===== config.mk =====
export PLATFORM = sky130hd
export DESIGN_NAME = mer_exception_responder
export DESIGN_NICKNAME = d
export VERILOG_FILES = /design/src/logic/mer_pkg.sv /design/src/logic/mer_exception_responder.sv
export SDC_FILE = /design/constraint.sdc
export NUM_CORES = 1
export LEC_CHECK = 0
export BUFFER_PORTS_ARGS = -buffer_cell sky130_fd_sc_hd__buf_4
export CAP_MARGIN = 20
export CORE_MARGIN = 5
export CORE_UTILIZATION = 30
export DETAILED_ROUTE_END_ITERATION = 12
export PLACE_DENSITY = 0.49
export SYNTH_ARGS = -nofsm -noshare
export SYNTH_HDL_FRONTEND = slang
export SYNTH_SLANG_ARGS = --single-unit

===== constraint.sdc =====
create_clock -name i_clk -period 4 [get_ports i_clk]
set_input_delay 1.2 -clock i_clk [delete_from_list [all_inputs] [get_ports i_clk]]
set_output_delay 1.2 -clock i_clk [all_outputs]
set_load 0.02 [all_outputs]

===== src/logic/mer_pkg.sv =====
package mer_pkg;

   // Function codes that the drive answers.
   localparam logic [7:0] FN_READ_COILS = 8'h01;
   localparam logic [7:0] FN_READ_REGS = 8'h03;
   localparam logic [7:0] FN_WRITE_COIL = 8'h05;
   localparam logic [7:0] FN_WRITE_REG = 8'h06;
   localparam logic [7:0] FN_WRITE_COILS = 8'h0f;
   localparam logic [7:0] FN_WRITE_REGS = 8'h10;
   localparam logic [7:0] FN_RW_REGS = 8'h17;

   // Added to the query's function code in an exception reply.
   localparam logic [7:0] EXC_FN_FLAG = 8'h80;

   // Cause codes carried in the third byte of an exception reply.
   localparam logic [7:0] EXC_BAD_FUNC = 8'h01;
   localparam logic [7:0] EXC_BAD_ADDR = 8'h02;
   localparam logic [7:0] EXC_BAD_FORMAT = 8'h03;
   localparam logic [7:0] EXC_OUT_OF_RANGE = 8'h21;
   localparam logic [7:0] EXC_REFUSED = 8'h22;
   localparam logic [7:0] EXC_READ_ONLY = 8'h23;
   localparam logic [7:0] EXC_NV_BUSY = 8'h26;
   localparam logic [7:0] EXC_UPPER_WORD = 8'h27;
   localparam logic [7:0] EXC_MAP_ERR1 = 8'h31;
   localparam logic [7:0] EXC_MAP_ERR2 = 8'h32;

   // Largest register count in one multi-register request.
   localparam logic [15:0] MAX_REGS = 16'h0010;

   // CRC-16 settings, reflected form of the usual polynomial.
   localparam logic [15:0] CRC_INIT = 16'hffff;
   localparam logic [15:0] CRC_POLY = 16'ha001;

   // Exception frame layout: byte index of each field.
   localparam logic [2:0] IDX_ADDR = 3'h0;
   localparam logic [2:0] IDX_FUNC = 3'h1;
   localparam logic [2:0] IDX_CAUSE = 3'h2;
   localparam logic [2:0] IDX_CRC_LO = 3'h3;
   localparam logic [2:0] IDX_CRC_HI = 3'h4;

   // Reset values.
   localparam logic [7:0] BYTE_RST = 8'h00;
   localparam logic [15:0] WORD_RST = 16'h0000;

   // Controller states, one-hot.
   typedef enum logic [1:0] {
      ST_IDLE = 2'b01,
      ST_SEND = 2'b10
   } mer_state_t;

endpackage


===== src/logic/mer_exception_responder.sv =====
`timescale 1ns/1ps
module mer_exception_responder #(
   parameter int DATA_W = 8
) (
   // Clock and reset.
   input wire logic i_clk,
   input wire logic i_sys_rst,
   // Parsed query from the frame receiver.
   input wire logic i_qry_valid,
   output logic o_qry_ready,
   input wire logic [7:0] i_qry_addr,
   input wire logic [7:0] i_qry_func,
   input wire logic i_qry_bcast,
   input wire logic [15:0] i_qry_rd_cnt,
   input wire logic [15:0] i_qry_wr_cnt,
   input wire logic [7:0] i_qry_byte_cnt,
   // Check results from the register map, valid with the query.
   input wire logic i_chk_no_addr,
   input wire logic i_chk_bad_format,
   input wire logic i_chk_out_of_range,
   input wire logic i_chk_run_locked,
   input wire logic i_chk_soft_locked,
   input wire logic i_chk_fixed_pin,
   input wire logic i_chk_reset_terminal_function,
   input wire logic i_chk_pw_locked,
   input wire logic i_chk_read_only,
   input wire logic i_chk_upper_word,
   input wire logic i_chk_map_err1,
   input wire logic i_chk_map_err2,
   // Drive status levels.
   input wire logic i_autotune_on,
   input wire logic i_nv_busy,
   // Request to the normal reply builder.
   output logic o_normal_req,
   output logic [7:0] o_exc_code,
   // Exception byte stream toward the transmitter.
   output logic o_tx_valid,
   input wire logic i_tx_ready,
   output logic [DATA_W-1:0] o_tx_data,
   output logic o_tx_last
);

   // Folds one byte into a running CRC-16.
   function automatic logic [15:0] crc_upd(input logic [15:0] crc, input logic [7:0] b);
      logic [15:0] c;
      c = crc ^ {8'h00, b};
      for (int k = 0; k < 8; k++) begin
         if (c[0]) begin
            c = (c >> 1) ^ mer_pkg::CRC_POLY;
         end else begin
            c = c >> 1;
         end
      end
      return c;
   endfunction

   // A register count of zero or above the limit is refused.
   function automatic logic cnt_bad(input logic [15:0] c);
      return (c == mer_pkg::WORD_RST) || (c > mer_pkg::MAX_REGS);
   endfunction

   mer_pkg::mer_state_t state_r;
   logic take;
   logic supported;
   logic is_write;
   logic cnt_err;
   logic any_err;
   logic [7:0] cause_nxt;
   logic [7:0] addr_r;
   logic [7:0] func_r;
   logic [7:0] cause_r;
   logic [15:0] crc_r;
   logic [15:0] crc_nxt;
   logic [2:0] idx_r;
   logic push;
   logic [DATA_W-1:0] push_data;
   logic push_last;
   logic buf_in_ready;
   logic pop;
   logic [DATA_W-1:0] spare_data_r;
   logic spare_last_r;
   logic spare_valid_r;

   assign take = i_qry_valid && o_qry_ready;

   // Classify the function code and check the register counts.
   always_comb begin
      supported = 1'b0;
      is_write = 1'b0;
      cnt_err = 1'b0;
      unique case (i_qry_func)
         mer_pkg::FN_READ_COILS: supported = 1'b1;
         mer_pkg::FN_READ_REGS: begin
            supported = 1'b1;
            cnt_err = cnt_bad(i_qry_rd_cnt);
         end
         mer_pkg::FN_WRITE_COIL, mer_pkg::FN_WRITE_REG, mer_pkg::FN_WRITE_COILS: begin
            supported = 1'b1;
            is_write = 1'b1;
         end
         mer_pkg::FN_WRITE_REGS: begin
            supported = 1'b1;
            is_write = 1'b1;
            cnt_err = cnt_bad(i_qry_wr_cnt) ||
                      ({i_qry_wr_cnt[14:0], 1'b0} != {8'h00, i_qry_byte_cnt});
         end
         mer_pkg::FN_RW_REGS: begin
            supported = 1'b1;
            is_write = 1'b1;
            cnt_err = cnt_bad(i_qry_rd_cnt) || cnt_bad(i_qry_wr_cnt) ||
                      ({i_qry_wr_cnt[14:0], 1'b0} != {8'h00, i_qry_byte_cnt});
         end
         default: supported = 1'b0;
      endcase
   end

   // Pick one cause; structural faults outrank state-dependent refusals.
   // A lower-word-only access raises no flag and so passes through untouched.
   always_comb begin
      any_err = 1'b1;
      cause_nxt = mer_pkg::BYTE_RST;
      if (!supported) begin
         cause_nxt = mer_pkg::EXC_BAD_FUNC;
      end else if (i_chk_no_addr) begin
         cause_nxt = mer_pkg::EXC_BAD_ADDR;
      end else if (i_chk_bad_format || cnt_err) begin
         cause_nxt = mer_pkg::EXC_BAD_FORMAT;
      end else if (i_chk_upper_word) begin
         cause_nxt = mer_pkg::EXC_UPPER_WORD;
      end else if (is_write && i_chk_read_only) begin
         cause_nxt = mer_pkg::EXC_READ_ONLY;
      end else if (is_write && i_nv_busy) begin
         cause_nxt = mer_pkg::EXC_NV_BUSY;
      end else if (i_chk_run_locked || i_chk_soft_locked || i_chk_fixed_pin) begin
         cause_nxt = mer_pkg::EXC_REFUSED;
      end else if ((is_write && i_autotune_on) || i_chk_pw_locked) begin
         cause_nxt = mer_pkg::EXC_REFUSED;
      end else if (i_chk_reset_terminal_function) begin
         cause_nxt = mer_pkg::EXC_REFUSED;
      end else if (is_write && i_chk_out_of_range) begin
         cause_nxt = mer_pkg::EXC_OUT_OF_RANGE;
      end else if (i_chk_map_err1) begin
         cause_nxt = mer_pkg::EXC_MAP_ERR1;
      end else if (i_chk_map_err2) begin
         cause_nxt = mer_pkg::EXC_MAP_ERR2;
      end else begin
         any_err = 1'b0;
      end
   end

   // The CRC is worked out once at capture so the send loop stays a plain mux.
   always_comb begin
      crc_nxt = crc_upd(mer_pkg::CRC_INIT, i_qry_addr);
      crc_nxt = crc_upd(crc_nxt, i_qry_func | mer_pkg::EXC_FN_FLAG);
      crc_nxt = crc_upd(crc_nxt, cause_nxt);
   end

   // Controller: a broadcast is swallowed, a clean query goes to the normal builder.
   always_ff @(posedge i_clk) begin
      if (i_sys_rst) begin
         state_r <= mer_pkg::ST_IDLE;
         o_qry_ready <= 1'b0;
         o_normal_req <= 1'b0;
         idx_r <= mer_pkg::IDX_ADDR;
      end else begin
         o_normal_req <= 1'b0;
         unique case (state_r)
            mer_pkg::ST_IDLE: begin
               o_qry_ready <= 1'b1;
               idx_r <= mer_pkg::IDX_ADDR;
               if (take && !i_qry_bcast) begin
                  if (any_err) begin
                     state_r <= mer_pkg::ST_SEND;
                     o_qry_ready <= 1'b0;
                  end else begin
                     o_normal_req <= 1'b1;
                  end
               end
            end
            mer_pkg::ST_SEND: begin
               if (push) begin
                  if (idx_r == mer_pkg::IDX_CRC_HI) begin
                     state_r <= mer_pkg::ST_IDLE;
                     o_qry_ready <= 1'b1;
                  end else begin
                     idx_r <= idx_r + 3'h1;
                  end
               end
            end
         endcase
      end
   end

   // Frame contents captured with the query.
   always_ff @(posedge i_clk) begin
      if (i_sys_rst) begin
         addr_r <= mer_pkg::BYTE_RST;
         func_r <= mer_pkg::BYTE_RST;
         cause_r <= mer_pkg::BYTE_RST;
         crc_r <= mer_pkg::WORD_RST;
         o_exc_code <= mer_pkg::BYTE_RST;
      end else if (take && !i_qry_bcast && any_err) begin
         addr_r <= i_qry_addr;
         func_r <= i_qry_func | mer_pkg::EXC_FN_FLAG;
         cause_r <= cause_nxt;
         crc_r <= crc_nxt;
         o_exc_code <= cause_nxt;
      end
   end

   // Byte selection in frame order, CRC low byte before high byte.
   always_comb begin
      push = (state_r == mer_pkg::ST_SEND) && buf_in_ready;
      push_last = 1'b0;
      unique case (idx_r)
         mer_pkg::IDX_ADDR: push_data = DATA_W'(addr_r);
         mer_pkg::IDX_FUNC: push_data = DATA_W'(func_r);
         mer_pkg::IDX_CAUSE: push_data = DATA_W'(cause_r);
         mer_pkg::IDX_CRC_LO: push_data = DATA_W'(crc_r[7:0]);
         default: begin
            push_data = DATA_W'(crc_r[15:8]);
            push_last = 1'b1;
         end
      endcase
   end

   // Two-entry skid buffer; the spare slot catches the word in flight on a stall.
   assign buf_in_ready = !spare_valid_r;
   assign pop = o_tx_valid && i_tx_ready;

   always_ff @(posedge i_clk) begin
      if (i_sys_rst) begin
         o_tx_valid <= 1'b0;
         o_tx_data <= '0;
         o_tx_last <= 1'b0;
         spare_valid_r <= 1'b0;
         spare_data_r <= '0;
         spare_last_r <= 1'b0;
      end else if (spare_valid_r) begin
         if (pop) begin
            o_tx_data <= spare_data_r;
            o_tx_last <= spare_last_r;
            spare_valid_r <= 1'b0;
         end
      end else if (push) begin
         if (!o_tx_valid || pop) begin
            o_tx_valid <= 1'b1;
            o_tx_data <= push_data;
            o_tx_last <= push_last;
         end else begin
            spare_valid_r <= 1'b1;
            spare_data_r <= push_data;
            spare_last_r <= push_last;
         end
      end else if (pop) begin
         o_tx_valid <= 1'b0;
      end
   end

   // Checks kept next to the logic they guard.
   AST_BCAST_SILENT: assert property (@(posedge i_clk) disable iff (i_sys_rst)
      take && i_qry_bcast |=> !o_normal_req && state_r == mer_pkg::ST_IDLE)
      else $error("broadcast query produced a reply");

   AST_NORMAL_REQ: assert property (@(posedge i_clk) disable iff (i_sys_rst)
      take && !i_qry_bcast && !any_err |=> o_normal_req && $stable(o_exc_code))
      else $error("clean query did not request a normal reply");

   AST_EXC_START: assert property (@(posedge i_clk) disable iff (i_sys_rst)
      take && !i_qry_bcast && any_err |=> state_r == mer_pkg::ST_SEND && !o_normal_req
      ##1 o_tx_valid)
      else $error("erroneous query did not start an exception frame");

   AST_ADDR_FIRST: assert property (@(posedge i_clk) disable iff (i_sys_rst)
      push && idx_r == mer_pkg::IDX_ADDR && !o_tx_valid |=> o_tx_data == DATA_W'(addr_r))
      else $error("exception frame does not open with the address");

   AST_FUNC_FLAG: assert property (@(posedge i_clk) disable iff (i_sys_rst)
      take && !i_qry_bcast && any_err |=> func_r == ($past(i_qry_func) | 8'h80))
      else $error("exception function code lacks the top bit");

   AST_UNSUPPORTED: assert property (@(posedge i_clk) disable iff (i_sys_rst)
      take && !i_qry_bcast && !supported |=> o_exc_code == 8'h01)
      else $error("unsupported function not reported as 01h");

   AST_NO_ADDR: assert property (@(posedge i_clk) disable iff (i_sys_rst)
      take && !i_qry_bcast && supported && i_chk_no_addr |=> o_exc_code == 8'h02)
      else $error("missing address not reported as 02h");

   AST_OVER_COUNT: assert property (@(posedge i_clk) disable iff (i_sys_rst)
      take && !i_qry_bcast && i_qry_func == 8'h03 && !i_chk_no_addr && i_qry_rd_cnt > 16'h0010
      |=> o_exc_code == 8'h03)
      else $error("oversize read not reported as 03h");

   AST_NV_BUSY: assert property (@(posedge i_clk) disable iff (i_sys_rst)
      take && !i_qry_bcast && i_qry_func == 8'h06 && i_nv_busy && !i_chk_no_addr &&
      !i_chk_bad_format && !i_chk_upper_word && !i_chk_read_only |=> o_exc_code == 8'h26)
      else $error("write during storage busy not reported as 26h");

   AST_CRC_LOW_FIRST: assert property (@(posedge i_clk) disable iff (i_sys_rst)
      push && idx_r == mer_pkg::IDX_CRC_LO |=> state_r == mer_pkg::ST_SEND &&
      idx_r == mer_pkg::IDX_CRC_HI && push_data == DATA_W'(crc_r[15:8]) && push_last)
      else $error("CRC bytes out of order");

   AST_STALL_HOLD: assert property (@(posedge i_clk) disable iff (i_sys_rst)
      o_tx_valid && !i_tx_ready |=> o_tx_valid && $stable(o_tx_data) && $stable(o_tx_last))
      else $error("output word changed while stalled");

   // Five pushes need at least five cycles; a stall may only make the frame longer.
   AST_FRAME_LEN: assert property (@(posedge i_clk) disable iff (i_sys_rst)
      $rose(state_r == mer_pkg::ST_SEND) |-> (state_r == mer_pkg::ST_SEND) [*5])
      else $error("exception frame ended before five bytes");

   AST_BAD_FORMAT: assert property (@(posedge i_clk) disable iff (i_sys_rst)
      take && !i_qry_bcast && supported && !i_chk_no_addr && i_chk_bad_format
      |=> o_exc_code == 8'h03)
      else $error("bad data format not reported as 03h");

   AST_UPPER_WORD: assert property (@(posedge i_clk) disable iff (i_sys_rst)
      take && !i_qry_bcast && supported && !i_chk_no_addr && !i_chk_bad_format && !cnt_err &&
      i_chk_upper_word |=> o_exc_code == 8'h27)
      else $error("upper word access not reported as 27h");

   AST_SEND_REFUSES: assert property (@(posedge i_clk) disable iff (i_sys_rst)
      state_r == mer_pkg::ST_SEND |-> !o_qry_ready)
      else $error("query accepted while an exception frame is queued");

endmodule


Yosys cells after proc, flatten, opt, wreduce, memory -nomap -nowiden
Index checks and enable logic that the tools add are counted.
Widths: inputs -> output; s select.
- add/sub/neg operators: 1
- $lt $le $gt $ge: 2
- equality and inequality tests: 21
- multiplexer cells: 81
- bitwise operators: 31
- reductions and logical operators: 38
- operators with widths (kind ; number):
    $mux 16 ; 24
    $mux 8 ; 9
    $not 2->3 ; 24
    $mux 6 ; 7
    $gt 16x5->1 const B ; 2
    $logic_not 16->1 ; 2
    $pmux 8 s4 ; 1
    $xor 16x8->16 ; 2
    $mux 1 ; 30
    $eq 8x3->1 const B ; 2
    $eq 8x5->1 const B ; 2
    $ne 16x8->1 ; 1
    $not 8->16 ; 1
    $ne 2x2->1 const B ; 6
    $logic_or 1x1->1 ; 10
    $logic_and 1x1->1 ; 9
    $reduce_and 3->1 ; 3
    $eq 8x1->1 const B ; 1
    $eq 8x2->1 const B ; 1
    $eq 8x4->1 const B ; 1
    $mux 2 ; 4
    $reduce_or 7->1 ; 1
    $eq 3x2->1 const B ; 2
    $mux 3 ; 2
    19 further kinds ; 27
- register bits: 67
- input bits: 75
- output and inout port bits: 20
- word-level logic and storage cells: 188

Logic depth before layout (Yosys ltp)
Gate-level depths: netlist of run 1.
- depth after elaboration: 51
- mapped depth: 14
- mapped depth without buffers: 12

Worst setup path after synthesis of run 1
OpenSTA, ideal clock, no wires.
- kind: input to register
- from: input port i_qry_wr_cnt[9]
- to: register crc_r[0]
- arrival time: 3688 ps
- required time: 3938 ps
- setup slack: 250 ps
- cell stages on the path: 10
- path buffers: 0
- cell sequence: or4_4 nor4_4 nand4_2 a2111oi_4 a21oi_2 a311oi_4 xnor2_2 xnor2_1 or4_1 nand3_1
- word-level cells in the longest chain between the ends: 19
- elaborated cells on any way between the ends: 32
- those cells by class: order compare: 1; eq/ne: 1; mux: 15; bitwise: 8; reduce/logical: 7
- ends and longest elaborated chain (element ; RTL line ; RTL):
    start, declared ; mer_exception_responder.sv:15 ; input wire logic [15:0] i_qry_wr_cnt,
    $gt 16x5->1 or $logic_not 16->1 (tied branches) ; mer_exception_responder.sv:59 ; return (c == mer_pkg::WORD_RST) || (c > mer_pkg::MAX_REGS);
    $logic_or 1x1->1 ; mer_exception_responder.sv:59 ;
    $logic_or 1x1->1 (2 in a row) ; mer_exception_responder.sv:110 ; cnt_err = cnt_bad(i_qry_rd_cnt) || cnt_bad(i_qry_wr_cnt) ||
    $pmux 1 s3 * ; mer_exception_responder.sv:91 ; unique case (i_qry_func)
    $logic_or 1x1->1 * ; mer_exception_responder.sv:126 ; end else if (i_chk_bad_format || cnt_err) begin
    $mux 8 ; mer_exception_responder.sv:126 ;
    $mux 8 ; mer_exception_responder.sv:124 ; end else if (i_chk_no_addr) begin
    $mux 8 ; mer_exception_responder.sv:122 ; if (!supported) begin
    $xor 16x8->16 ; mer_exception_responder.sv:46 ; c = crc ^ {8'h00, b};
    $mux 16 or $not 2->3 (tied branches) (6 in a row) ; -- ;
    $not 2->3 (no line) or $mux 16 (tied branches) ; -- ;
    $mux 16 (2 in a row) ; mer_exception_responder.sv:48 ; if (c[0]) begin
    end signal, assigned ; mer_exception_responder.sv:200 ; crc_r <= mer_pkg::WORD_RST;
    end signal, assigned ; mer_exception_responder.sv:206 ; crc_r <= crc_nxt;
    end, declared ; mer_exception_responder.sv:72 ; logic [15:0] crc_r;
Every way passes the cells marked *; elsewhere a longest branch is shown, timed or not.
A chain may end at the register's enable or synchronous reset.

Worst setup path in the final report of run 1
Same ends and word-level chain as after synthesis.

==> reports/metrics.csv, run 1 <==
metric;value;unit
gp_congestion;0.820;
worst_slew_pin_slew;0.916;ns
drive_gt1_frac;0.237;
synthDistinctLibCells;50;
slew_headroom;0.388;
wl_per_cell;15.1;µm
yosys-top-cells-area;dfxtp_1 (36%), nand2_1 (7.5%), xnor2_1 (6.9%);
ir_worst_vdd;282;µV
crit_cells;11;
dr.pass1.iters;7;
clkSinkCount;64;
rsz0062_at_grt;no;
reg2reg_depth;10;
cts-root-buf;clkbuf_16;
fin_area;4740;µm²
vias;3310;
multi_input_area;2130;µm²
cp_data_required_time;4.27;ns
cts_hold_buf;0;
hold_viol_final;0;
antenna_found_initial;0;
seq_area;1280;µm²
post-cts-setup-buffers;0;
grt_pass1_vias;3251;
drt_iter0_markers;209;
num-fill-cells;1204;
start_util;0.310;
dr_wl_met3;419;µm
powerDensity;389;nW/µm²
syn_area;3570;µm²
crit_buf_inv;1;
synth.avg_cell_area;8.01;µm²
vias_per_cell;4.87;
synthArstFlopShare;0;
syn2layout_area_growth;32.8;%
ys_warn_count;0;
slew_viol_final;0;
min-delay-path-class;flop to flop;
portBuffers;91;
tns;0;ns
setup_viol;0;
track_usage;0.147;
cts_resized;0;
whs_endpoint;crc_r[11]$_SDFFE_PP0P_;
critPathLaunchType;input pin;
worst_hold_slack;0.448;ns
clock_latency;0.33;ns
synth-main-ff-cell;dfxtp_1;
min_delay_path_depth;2;
critPathKind;input pin to flop;
fp.dieW;119;µm
r2r_start;idx_r[0]$_SDFFE_PP0P_;
rrSetupSlack;1.73;ns
grt_max_degree;66;
crit_family;simple AND/OR/NAND/NOR gates;
synth_top_cell_by_area;dfxtp_1;
status;completed;
wl_met2;4920;µm
grt_remaining_overflow;0;
die_h;119;µm
reg2reg_to;o_tx_data[1]$_SDFFE_PP0P_;
timing.fmax;278;MHz
clk_path_buf_depth;2;
worst_setup_path_end_kind;flop;
synth_seq_cells;64;
cts_buffers;9;
nNetsFinal;621;
routed.top_layer;met4;
crit_path_top_delay_cell;or4_4;
fin_skew;0.00700;ns
drc_errors;0;
ant_nets;0;
yosys.area.top_type_share;0.359;
arrival;3.87;ns
num_antenna_cells;0;
p_leak;1.87;nW
finalCritPeriodShare;0.899;
final_core_util;0.411;
htree_levels;3;
dpl.hpwl;7710;µm
design.core.area;11500;µm²
worstPathMaxFanout;3;
rows;39;
wl;10200;µm
syn_inst;445;
max_stage_delay;0.53;ns
cts_tree;built;
clkSlewWorstSetupHoldPaths;0.05;ns
placed_cell_area;4420;µm²
io_pins;95;
hp-start;crc_r[11]$_SDFFE_PP0P_;
seq_area_frac_synth;0.359;
dieArea;14200;µm²
route.layer.met1.wl;4860;µm
synth_edf_count;0;
crit_chain;buf_4, or4_4, nor4_4, nand4_2, a2111oi_4, a21oi_2, a311oi_4, xnor2_2, xnor2_1, or4_1, nand3_1;
drv_cap;0;
grt_pass1_wl;16700;µm
fin_crit;3.60;ns
## routing by layer
metal	up-vias	global-route usage
met2	65	0.238
met5	-	0
met3	4	0.0460
li1	1705	-
met1	1536	0.195
met4	0	0.0261
## synthesized netlist by cell type, types with 2 or more instances
| cell type | number |
|---|---|
| o211a_1 | 2 |
| o21ai_0 | 21 |
| dfxtp_1 | 64 |
| a211o_1 | 4 |
| nor2_1 | 57 |
| nand3_1 | 3 |
| a21oi_1 | 41 |
| and3_1 | 2 |
| buf_1 | 3 |
| nand2_1 | 71 |
| a21oi_2 | 2 |
| nor2b_1 | 6 |
| nor4_1 | 4 |
| ha_1 | 14 |
| buf_2 | 2 |
| nor3_1 | 10 |
| o211ai_1 | 13 |
| a211oi_1 | 10 |
| a22o_1 | 2 |
| nand4b_1 | 2 |
| or4_1 | 6 |
| inv_1 | 12 |
| a31oi_1 | 2 |
| nand3b_1 | 2 |
| buf_4 | 3 |
| nand2b_1 | 6 |
| clkbuf_1 | 18 |
| xnor2_1 | 28 |
| a222oi_1 | 8 |
| xor2_1 | 7 |
## report_power, final
group | leakage, nW | switching, mW | internal [mW] | total [mW]
Sequential | 0.520 | 0.0170 | 0.665 | 0.682
Clock | 0.159 | 0.272 | 0.575 | 0.847
Combinational | 1.19 | 0.158 | 0.158 | 0.315
Total | 1.87 | 0.447 | 1.40 | 1.84
## layout by cell type (no fill, tap or decap), types with 8 or more instances in the layout
master	Yosys	layout
a211oi_1	10	10
a21oi_1	41	41
a222oi_1	8	8
buf_4	3	99
clkbuf_16	0	9
dfxtp_1	64	64
ha_1	14	14
inv_1	12	12
nand2_1	71	71
nor2_1	57	56
nor3_1	10	10
o211ai_1	13	13
o21ai_0	21	21
xnor2_1	28	28
## worst max-delay path by stage
stage	slack (ns)	endpoint	startpoint
6_report	0.40	crc_r[0]$_SDFFE_PP0P_	i_qry_wr_cnt[9]
3_5_place_dp	0.05	crc_r[0]$_SDFFE_PP0P_	i_qry_wr_cnt[9]
5_1_grt	0.23	crc_r[0]$_SDFFE_PP0P_	i_qry_wr_cnt[9]
4_1_cts	0.40	crc_r[0]$_SDFFE_PP0P_	i_qry_wr_cnt[9]
2_1_floorplan	0.25	crc_r[0]$_SDFFE_PP0P_	i_qry_wr_cnt[9]
3_3_place_gp	0.09	crc_r[0]$_SDFFE_PP0P_	i_qry_wr_cnt[9]
## cell type report
type	instances	area share
flip-flops and latches	64	0.270
inverters	12	0.00951
clock buffers	12	0.0541
repair buffers	101	0.165
multi-input cells	344	0.449
clock inverters	3	0.0137
well taps	143	0.0378
## cell families (layout without fill, tap and decap cells)
| kind of cell | count (synthesis) | after routing | synth area share |
|---|---|---|---|
| adder cells (fa/ha/maj) | 14 | 14 | 0.0491 |
| flip-flops | 64 | 64 | 0.359 |
| AO/OA/AOI/OAI | 113 | 113 | 0.216 |
| XOR/XNOR | 37 | 37 | 0.0982 |
| other | 1 | 3 | 0.00105 |
| AND/OR/NAND/NOR | 177 | 177 | 0.229 |
| buffers and inverters | 39 | 128 | 0.0470 |
## metrics by stage
stage / setup WS (ns) / total power, mW / cells
floorplan: 0.250 / 0.874 / 447
detailed placement: 0.0452 / 1.01 / 664
finish: 0.403 / 1.84 / 679
global placement: 0.0867 / 1.01 / 664
CTS: 0.398 / 1.87 / 679
global route: 0.226 / 1.93 / 679
## worst min-delay path, delay by kind of cell (launching register included)
family          cells  cell delay (ns)
simple gates        1             0.05
flops               1             0.30
compound gates      1             0.05
## registers in the layout (all words and copies together), names as in the netlist
| signal | count |
|---|---|
| o_tx_valid | 1 |
| spare_last_r | 1 |
| o_tx_data | 8 |
| cause_r | 5 |
| o_tx_last | 1 |
| state_r | 2 |
| crc_r | 16 |
| o_qry_ready | 1 |
| spare_valid_r | 1 |
| idx_r | 3 |
| func_r | 8 |
| o_normal_req | 1 |
| addr_r | 8 |
| spare_data_r | 8 |
Power figures use the tool's default switching activity.
==> run 2: changes to the inputs <==
--- a/config.mk
+++ b/config.mk
@@ -5,12 +5,16 @@
 export SDC_FILE = /design/constraint.sdc
 export NUM_CORES = 1
 export LEC_CHECK = 0
+export ABC_AREA = 1
 export BUFFER_PORTS_ARGS = -buffer_cell sky130_fd_sc_hd__buf_4
 export CAP_MARGIN = 20
+export CELL_PAD_IN_SITES_DETAIL_PLACEMENT = 1
+export CELL_PAD_IN_SITES_GLOBAL_PLACEMENT = 1
 export CORE_MARGIN = 5
 export CORE_UTILIZATION = 30
 export DETAILED_ROUTE_END_ITERATION = 12
-export PLACE_DENSITY = 0.49
+export HOLD_SLACK_MARGIN = 0.03
+export PLACE_DENSITY = 0.66
 export SYNTH_ARGS = -nofsm -noshare
 export SYNTH_HDL_FRONTEND = slang
 export SYNTH_SLANG_ARGS = --single-unit
==> reports/metrics.csv, run 2 <==
metric;value;unit
slew_headroom;0.633;
portBuffers;91;
synth_top_cell_by_area;dfxtp_1;
gp_congestion;0.792;
min-delay-path-class;flop to flop;
grt_pass1_vias;4621;
rrSetupSlack;1.69;ns
fin_crit;3.62;ns
ys_warn_count;0;
num_antenna_cells;0;
crit_path_end;crc_r[0]$_SDFFE_PP0P_;
dp.cells;908;
grt_max_degree;57;
nNetsFinal;832;
htree_levels;3;
powerDensity;330;nW/µm²
clkSlewWorstSetupHoldPaths;0.05;ns
synth.avg_cell_area;6.31;µm²
crit_cells;25;
yosys.area.top_type_share;0.312;
crit_buf_inv;2;
r2r_start;idx_r[0]$_SDFFE_PP0P_;
wl;14100;µm
drt_iter0_markers;231;
slew_viol_final;0;
clock_latency;0.33;ns
track_usage;0.177;
status;completed;
fp.dieW;127;µm
synth_most_common_cell;nand2_1;
clk_path_buf_depth;2;
critPathLaunchType;input pin;
synth-main-ff-cell;dfxtp_1;
worst_setup_path_end_kind;flop;
max_stage_delay;0.22;ns
start_util;0.308;
cp_common_cell;nand2_1;
io_pins;95;
hold_viol_final;0;
ant_nets;0;
cts_tree;built;
yosys-top-cells-area;dfxtp_1 (31%), nand2_1 (17%), inv_1 (8.1%);
largest_reg_flops;16;
vias;4439;
vias_per_cell;4.82;
syn_area;4110;µm²
cts-root-buf;clkbuf_16;
dr.pass1.iters;4;
final_cell_mix;nand2_1 (185), buf_4 (98), inv_1 (89);
drive_gt1_frac;0.180;
synthDistinctLibCells;38;
synth_common_cells;nand2_1 (185), inv_1 (89), nor2_1 (82), dfxtp_1 (64), o21ai_0 (53);
seq_area_frac_synth;0.312;
clkSinkCount;64;
syn_inst;651;
p_leak;2.69;nW
cts_hold_buf;0;
final_common_cell;nand2_1;
stdcell_count;921;
grt_pass1_wl;23000;µm
fin_area;5230;µm²
worst_slew_pin_slew;0.546;ns
cts_buffers;9;
synth_seq_cells;64;
setup_viol;0;
post-cts-setup-buffers;0;
cp_data_required_time;4.22;ns
dpl.hpwl;11400;µm
dieArea;16100;µm²
finalCritPeriodShare;0.905;
crit_path_top_delay_cell;ha_1;
synthArstFlopShare;0;
rows;42;
design.core.area;13300;µm²
fin_skew;0.00330;ns
ir_worst_vdd;204;µV
antenna_found_initial;0;
tns;0;ns
top_register;crc_r;
critPathKind;input pin to flop;
grt_remaining_overflow;0;
synth_edf_count;0;
final_core_util;0.392;
die_h;127;µm
placed_cell_area;4990;µm²
wl_per_cell;15.3;µm
rsz0062_at_grt;no;
critPathLaunch;i_qry_func[1];
crit_family;simple AND/OR/NAND/NOR gates;
cts_resized;0;
worstPathMaxFanout;7;
reg2reg_to;o_tx_data[3]$_SDFFE_PP0P_;
arrival;3.84;ns
drv_cap;0;
timing.fmax;276;MHz
reg2reg_depth;10;
syn2layout_area_growth;27.3;%
num-fill-cells;1776;
drc_errors;0;
[run 2: cell types whose count changed after synthesis, moves of 10 or more]
| cell | change |
|---|---|
| o21ai_0 | +32 |
| nand2_1 | +114 |
| o211ai_1 | -10 |
| nand3_1 | +30 |
| nor2_1 | +25 |
| inv_1 | +77 |
| xnor2_1 | -22 |
[run 2: final cells by class]
| cell class | instances | area (µm²) | area share |
|---|---|---|---|
| inverters | 92 | 345 | 0.0660 |
| multi-input cells | 478 | 2400 | 0.460 |
| well taps | 176 | 220 | 0.0421 |
| flip-flops and latches | 64 | 1280 | 0.245 |
| repair buffers | 98 | 736 | 0.141 |
| clock inverters | 2 | 10.0 | 0.00191 |
| clock buffers | 11 | 233 | 0.0445 |
[run 2: metal layers]
layer  GRT usage  vias to the layer above  routed length [µm]
li1            -                     2250                   -
met1       0.228                     2118                6570
met2       0.309                       60                6960
met3      0.0376                       11                 421
met4      0.0303                        0                 119
met5           0                        -                   0
[run 2: worst min-delay path by stage]
| stage | from | endpoint | slack [ns] | cells after the start |
|---|---|---|---|---|
| 2_1_floorplan | addr_r[6]$_SDFFE_PP0P_ | addr_r[6]$_SDFFE_PP0P_ | 0.43 | 2 |
| 3_3_place_gp | addr_r[6]$_SDFFE_PP0P_ | addr_r[6]$_SDFFE_PP0P_ | 0.45 | 2 |
| 3_5_place_dp | addr_r[6]$_SDFFE_PP0P_ | addr_r[6]$_SDFFE_PP0P_ | 0.45 | 2 |
| 4_1_cts | func_r[1]$_SDFFE_PP0P_ | func_r[1]$_SDFFE_PP0P_ | 0.48 | 2 |
| 5_1_grt | func_r[1]$_SDFFE_PP0P_ | func_r[1]$_SDFFE_PP0P_ | 0.49 | 2 |
| 6_report | addr_r[6]$_SDFFE_PP0P_ | addr_r[6]$_SDFFE_PP0P_ | 0.48 | 2 |
[run 2: where the power goes]
group / leakage, nW / internal [mW] / switching [mW] / total, mW
clock network: 0.121 / 0.406 / 0.261 / 0.667
registers: 0.521 / 0.668 / 0.0175 / 0.685
logic: 2.05 / 0.146 / 0.228 / 0.375
total: 2.69 / 1.22 / 0.507 / 1.73
[run 2: logic make-up after synthesis]
family          Yosys count  synth area share
simple gates            325             0.336
fa+ha+maj                14            0.0426
flops                    64             0.312
xor+xnor                 15            0.0356
other cells               1          0.000913
compound gates          121             0.168
buf+inv                 111             0.105
[run 2: stage by stage]
| stage | total power, mW | worst slack, ns | hold slack [ns] |
|---|---|---|---|
| detailed placement | 1.07 | 0.0902 | 0.455 |
| finish | 1.73 | 0.381 | 0.479 |
| floorplan | 0.914 | 0.679 | 0.430 |
| global placement | 1.06 | 0.133 | 0.449 |
| CTS | 1.75 | 0.406 | 0.477 |
| global route | 1.83 | 0.127 | 0.494 |
[run 2: worst register-to-register path, cell delays in order, from the launching register on]
cell,delay (ns)
dfxtp_1,0.39
inv_1,0.09
ha_1,0.24
nand2_1,0.10
clkinv_1,0.26
nor3_1,0.56
buf_4,0.25
nand2_1,0.08
nand4_1,0.10
nand2_1,0.06
a21oi_1,0.13
==> run 3: changes to the inputs <==
--- a/config.mk
+++ b/config.mk
@@ -8,13 +8,11 @@
 export ABC_AREA = 1
 export BUFFER_PORTS_ARGS = -buffer_cell sky130_fd_sc_hd__buf_4
 export CAP_MARGIN = 20
-export CELL_PAD_IN_SITES_DETAIL_PLACEMENT = 1
-export CELL_PAD_IN_SITES_GLOBAL_PLACEMENT = 1
 export CORE_MARGIN = 5
 export CORE_UTILIZATION = 30
 export DETAILED_ROUTE_END_ITERATION = 12
 export HOLD_SLACK_MARGIN = 0.03
-export PLACE_DENSITY = 0.66
+export PLACE_DENSITY = 0.49
 export SYNTH_ARGS = -nofsm -noshare
 export SYNTH_HDL_FRONTEND = slang
 export SYNTH_SLANG_ARGS = --single-unit
==> reports/metrics.csv, run 3 (synthesis results as in run 2) <==
metric;value;unit
clkSlewWorstSetupHoldPaths;0.05;ns
num_antenna_cells;0;
ant_nets;0;
top_register;crc_r;
design.core.area;13300;µm²
drive_gt1_frac;0.180;
finalCritPeriodShare;0.876;
drc_errors;0;
clock_latency;0.33;ns
setup_viol;0;
vias_per_cell;4.72;
cp_data_required_time;4.22;ns
cts-root-buf;clkbuf_16;
final_cell_mix;nand2_1 (185), buf_4 (96), inv_1 (89);
rows;42;
stdcell_count;922;
powerDensity;355;nW/µm²
dr.pass1.iters;7;
num-fill-cells;1437;
track_usage;0.155;
antenna_found_initial;0;
drt_iter0_markers;290;
start_util;0.308;
power.share.clock;0.442;
fin_crit;3.50;ns
htree_levels;3;
cts_buffers;9;
max_stage_delay;0.24;ns
portBuffers;91;
grt_max_degree;57;
grt_pass1_wl;20200;µm
hold_viol_final;0;
pwr-share-comb;0.194;
crit_path_top_delay_cell;o21ai_2;
worst_setup_path_end_kind;flop;
cts_tree;built;
post-cts-setup-buffers;0;
die_h;127;µm
grt_remaining_overflow;0;
drv_cap;0;
gp_congestion;0.839;
arrival;3.72;ns
timing.fmax;285;MHz
worstPathMaxFanout;5;
status;completed;
tns;0;ns
syn2layout_area_growth;28.7;%
fp.dieW;127;µm
slew_viol_final;0;
vias;4354;
critPathKind;input pin to flop;
p_leak;2.72;nW
clkSinkCount;64;
clk_path_buf_depth;2;
critPathLaunchType;input pin;
worst_slew_pin_slew;0.720;ns
largest_reg_flops;16;
cts_resized;0;
wl_per_cell;13.5;µm
crit_chain;buf_4, inv_1, ha_1, nand2_1, inv_1, o21ai_2, inv_1, nand2_1, nand3_1, o21ai_1, nand2_1, nand2_1, nand3_1, nand2_1, inv_1, nand2_2, nand2_1, nand2_2, nand2_2, nand2_1, nand3_1, nor2_1, nor2_1;
io_pins;95;
grt_pass1_vias;4093;
cp_common_cell;nand2_1;
cts_hold_buf;0;
swShare;0.268;
dpl.hpwl;10000;µm
wl;12500;µm
final_common_cell;nand2_1;
fin_skew;0.00697;ns
switchingPower;504;µW
dieArea;16100;µm²
pwr-share-seq;0.365;
rsz0062_at_grt;no;
nNetsFinal;830;
dp.cells;906;
ir_worst_vdd;197;µV
p_int;1.37;mW
slew_headroom;0.520;
min-delay-path-class;flop to flop;
run 3: cell count changes in the layout (fill, tap and decap cells not counted), sizes merged:
| cell | previous run | this run |
|---|---|---|
| buf | 98 | 96 |
| bufinv | 0 | 2 |
| clkinv | 3 | 2 |
| clkbuf | 11 | 13 |
run 3: critical path, delay by kind of cell:
kind	cells	cell delay [ns]
buf+inv	5	0.38
compound gates	2	0.46
fa+ha+maj	1	0.22
simple gates	15	1.45
run 3: layout make-up:
| type | count | area (µm²) | area share |
|---|---|---|---|
| Clock buffer | 13 | 250 | 0.0473 |
| Inverter | 92 | 345 | 0.0653 |
| Sequential cell | 64 | 1280 | 0.242 |
| Multi-Input combinational cell | 478 | 2400 | 0.455 |
| Clock inverter | 3 | 65.1 | 0.0123 |
| Timing Repair Buffer | 96 | 721 | 0.136 |
| Tap cell | 176 | 220 | 0.0417 |
run 3: per-stage QoR:
stage / power, mW / instance area [µm²] / worst slack (ns) / util / hold slack (ns)
2_1_floorplan: 0.914 / 4120 / 0.679 / - / 0.430
3_3_place_gp: 1.06 / 4970 / 0.209 / 0.372 / 0.451
3_5_place_dp: 1.06 / 4970 / 0.158 / 0.372 / 0.456
4_1_cts: 1.90 / 5290 / 0.499 / 0.396 / 0.464
5_1_grt: 1.97 / 5290 / 0.212 / 0.396 / 0.490
6_report: 1.88 / 5290 / 0.496 / 0.396 / 0.460
run 3: per-layer routing:
| metal | routed length, µm | up-vias | share of wire | GRT usage |
|---|---|---|---|---|
| met5 | 0 | - | 0 | 0 |
| met2 | 5910 | 78 | 0.47 | 0.254 |
| met1 | 5970 | 2025 | 0.48 | 0.215 |
| li1 | - | 2245 | - | - |
| met4 | 83 | 0 | 0.0067 | 0.0366 |
| met3 | 516 | 6 | 0.041 | 0.0263 |
run 3: final timing paths:
kind,start,endpoint,slack [ns],cells past startpoint
worst min-delay path,addr_r[6]$_SDFFE_PP0P_,addr_r[6]$_SDFFE_PP0P_,0.46,2
worst min register to register,addr_r[6]$_SDFFE_PP0P_,addr_r[6]$_SDFFE_PP0P_,0.46,2
worst max register to register,spare_valid_r$_SDFF_PP0_,o_tx_last$_SDFFE_PP0P_,1.93,7
worst max-delay path,i_qry_func[3],crc_r[0]$_SDFFE_PP0P_,0.50,23
run 3: power by group through the flow:
stage / Clock (mW) / Combinational (mW) / Sequential (mW)
5_1_grt: 0.879 / 0.408 / 0.688
3_3_place_gp: 0 / 0.360 / 0.697
3_5_place_dp: 0 / 0.364 / 0.697
4_1_cts: 0.850 / 0.365 / 0.684
2_1_floorplan: 0 / 0.211 / 0.703
6_report: 0.830 / 0.364 / 0.685
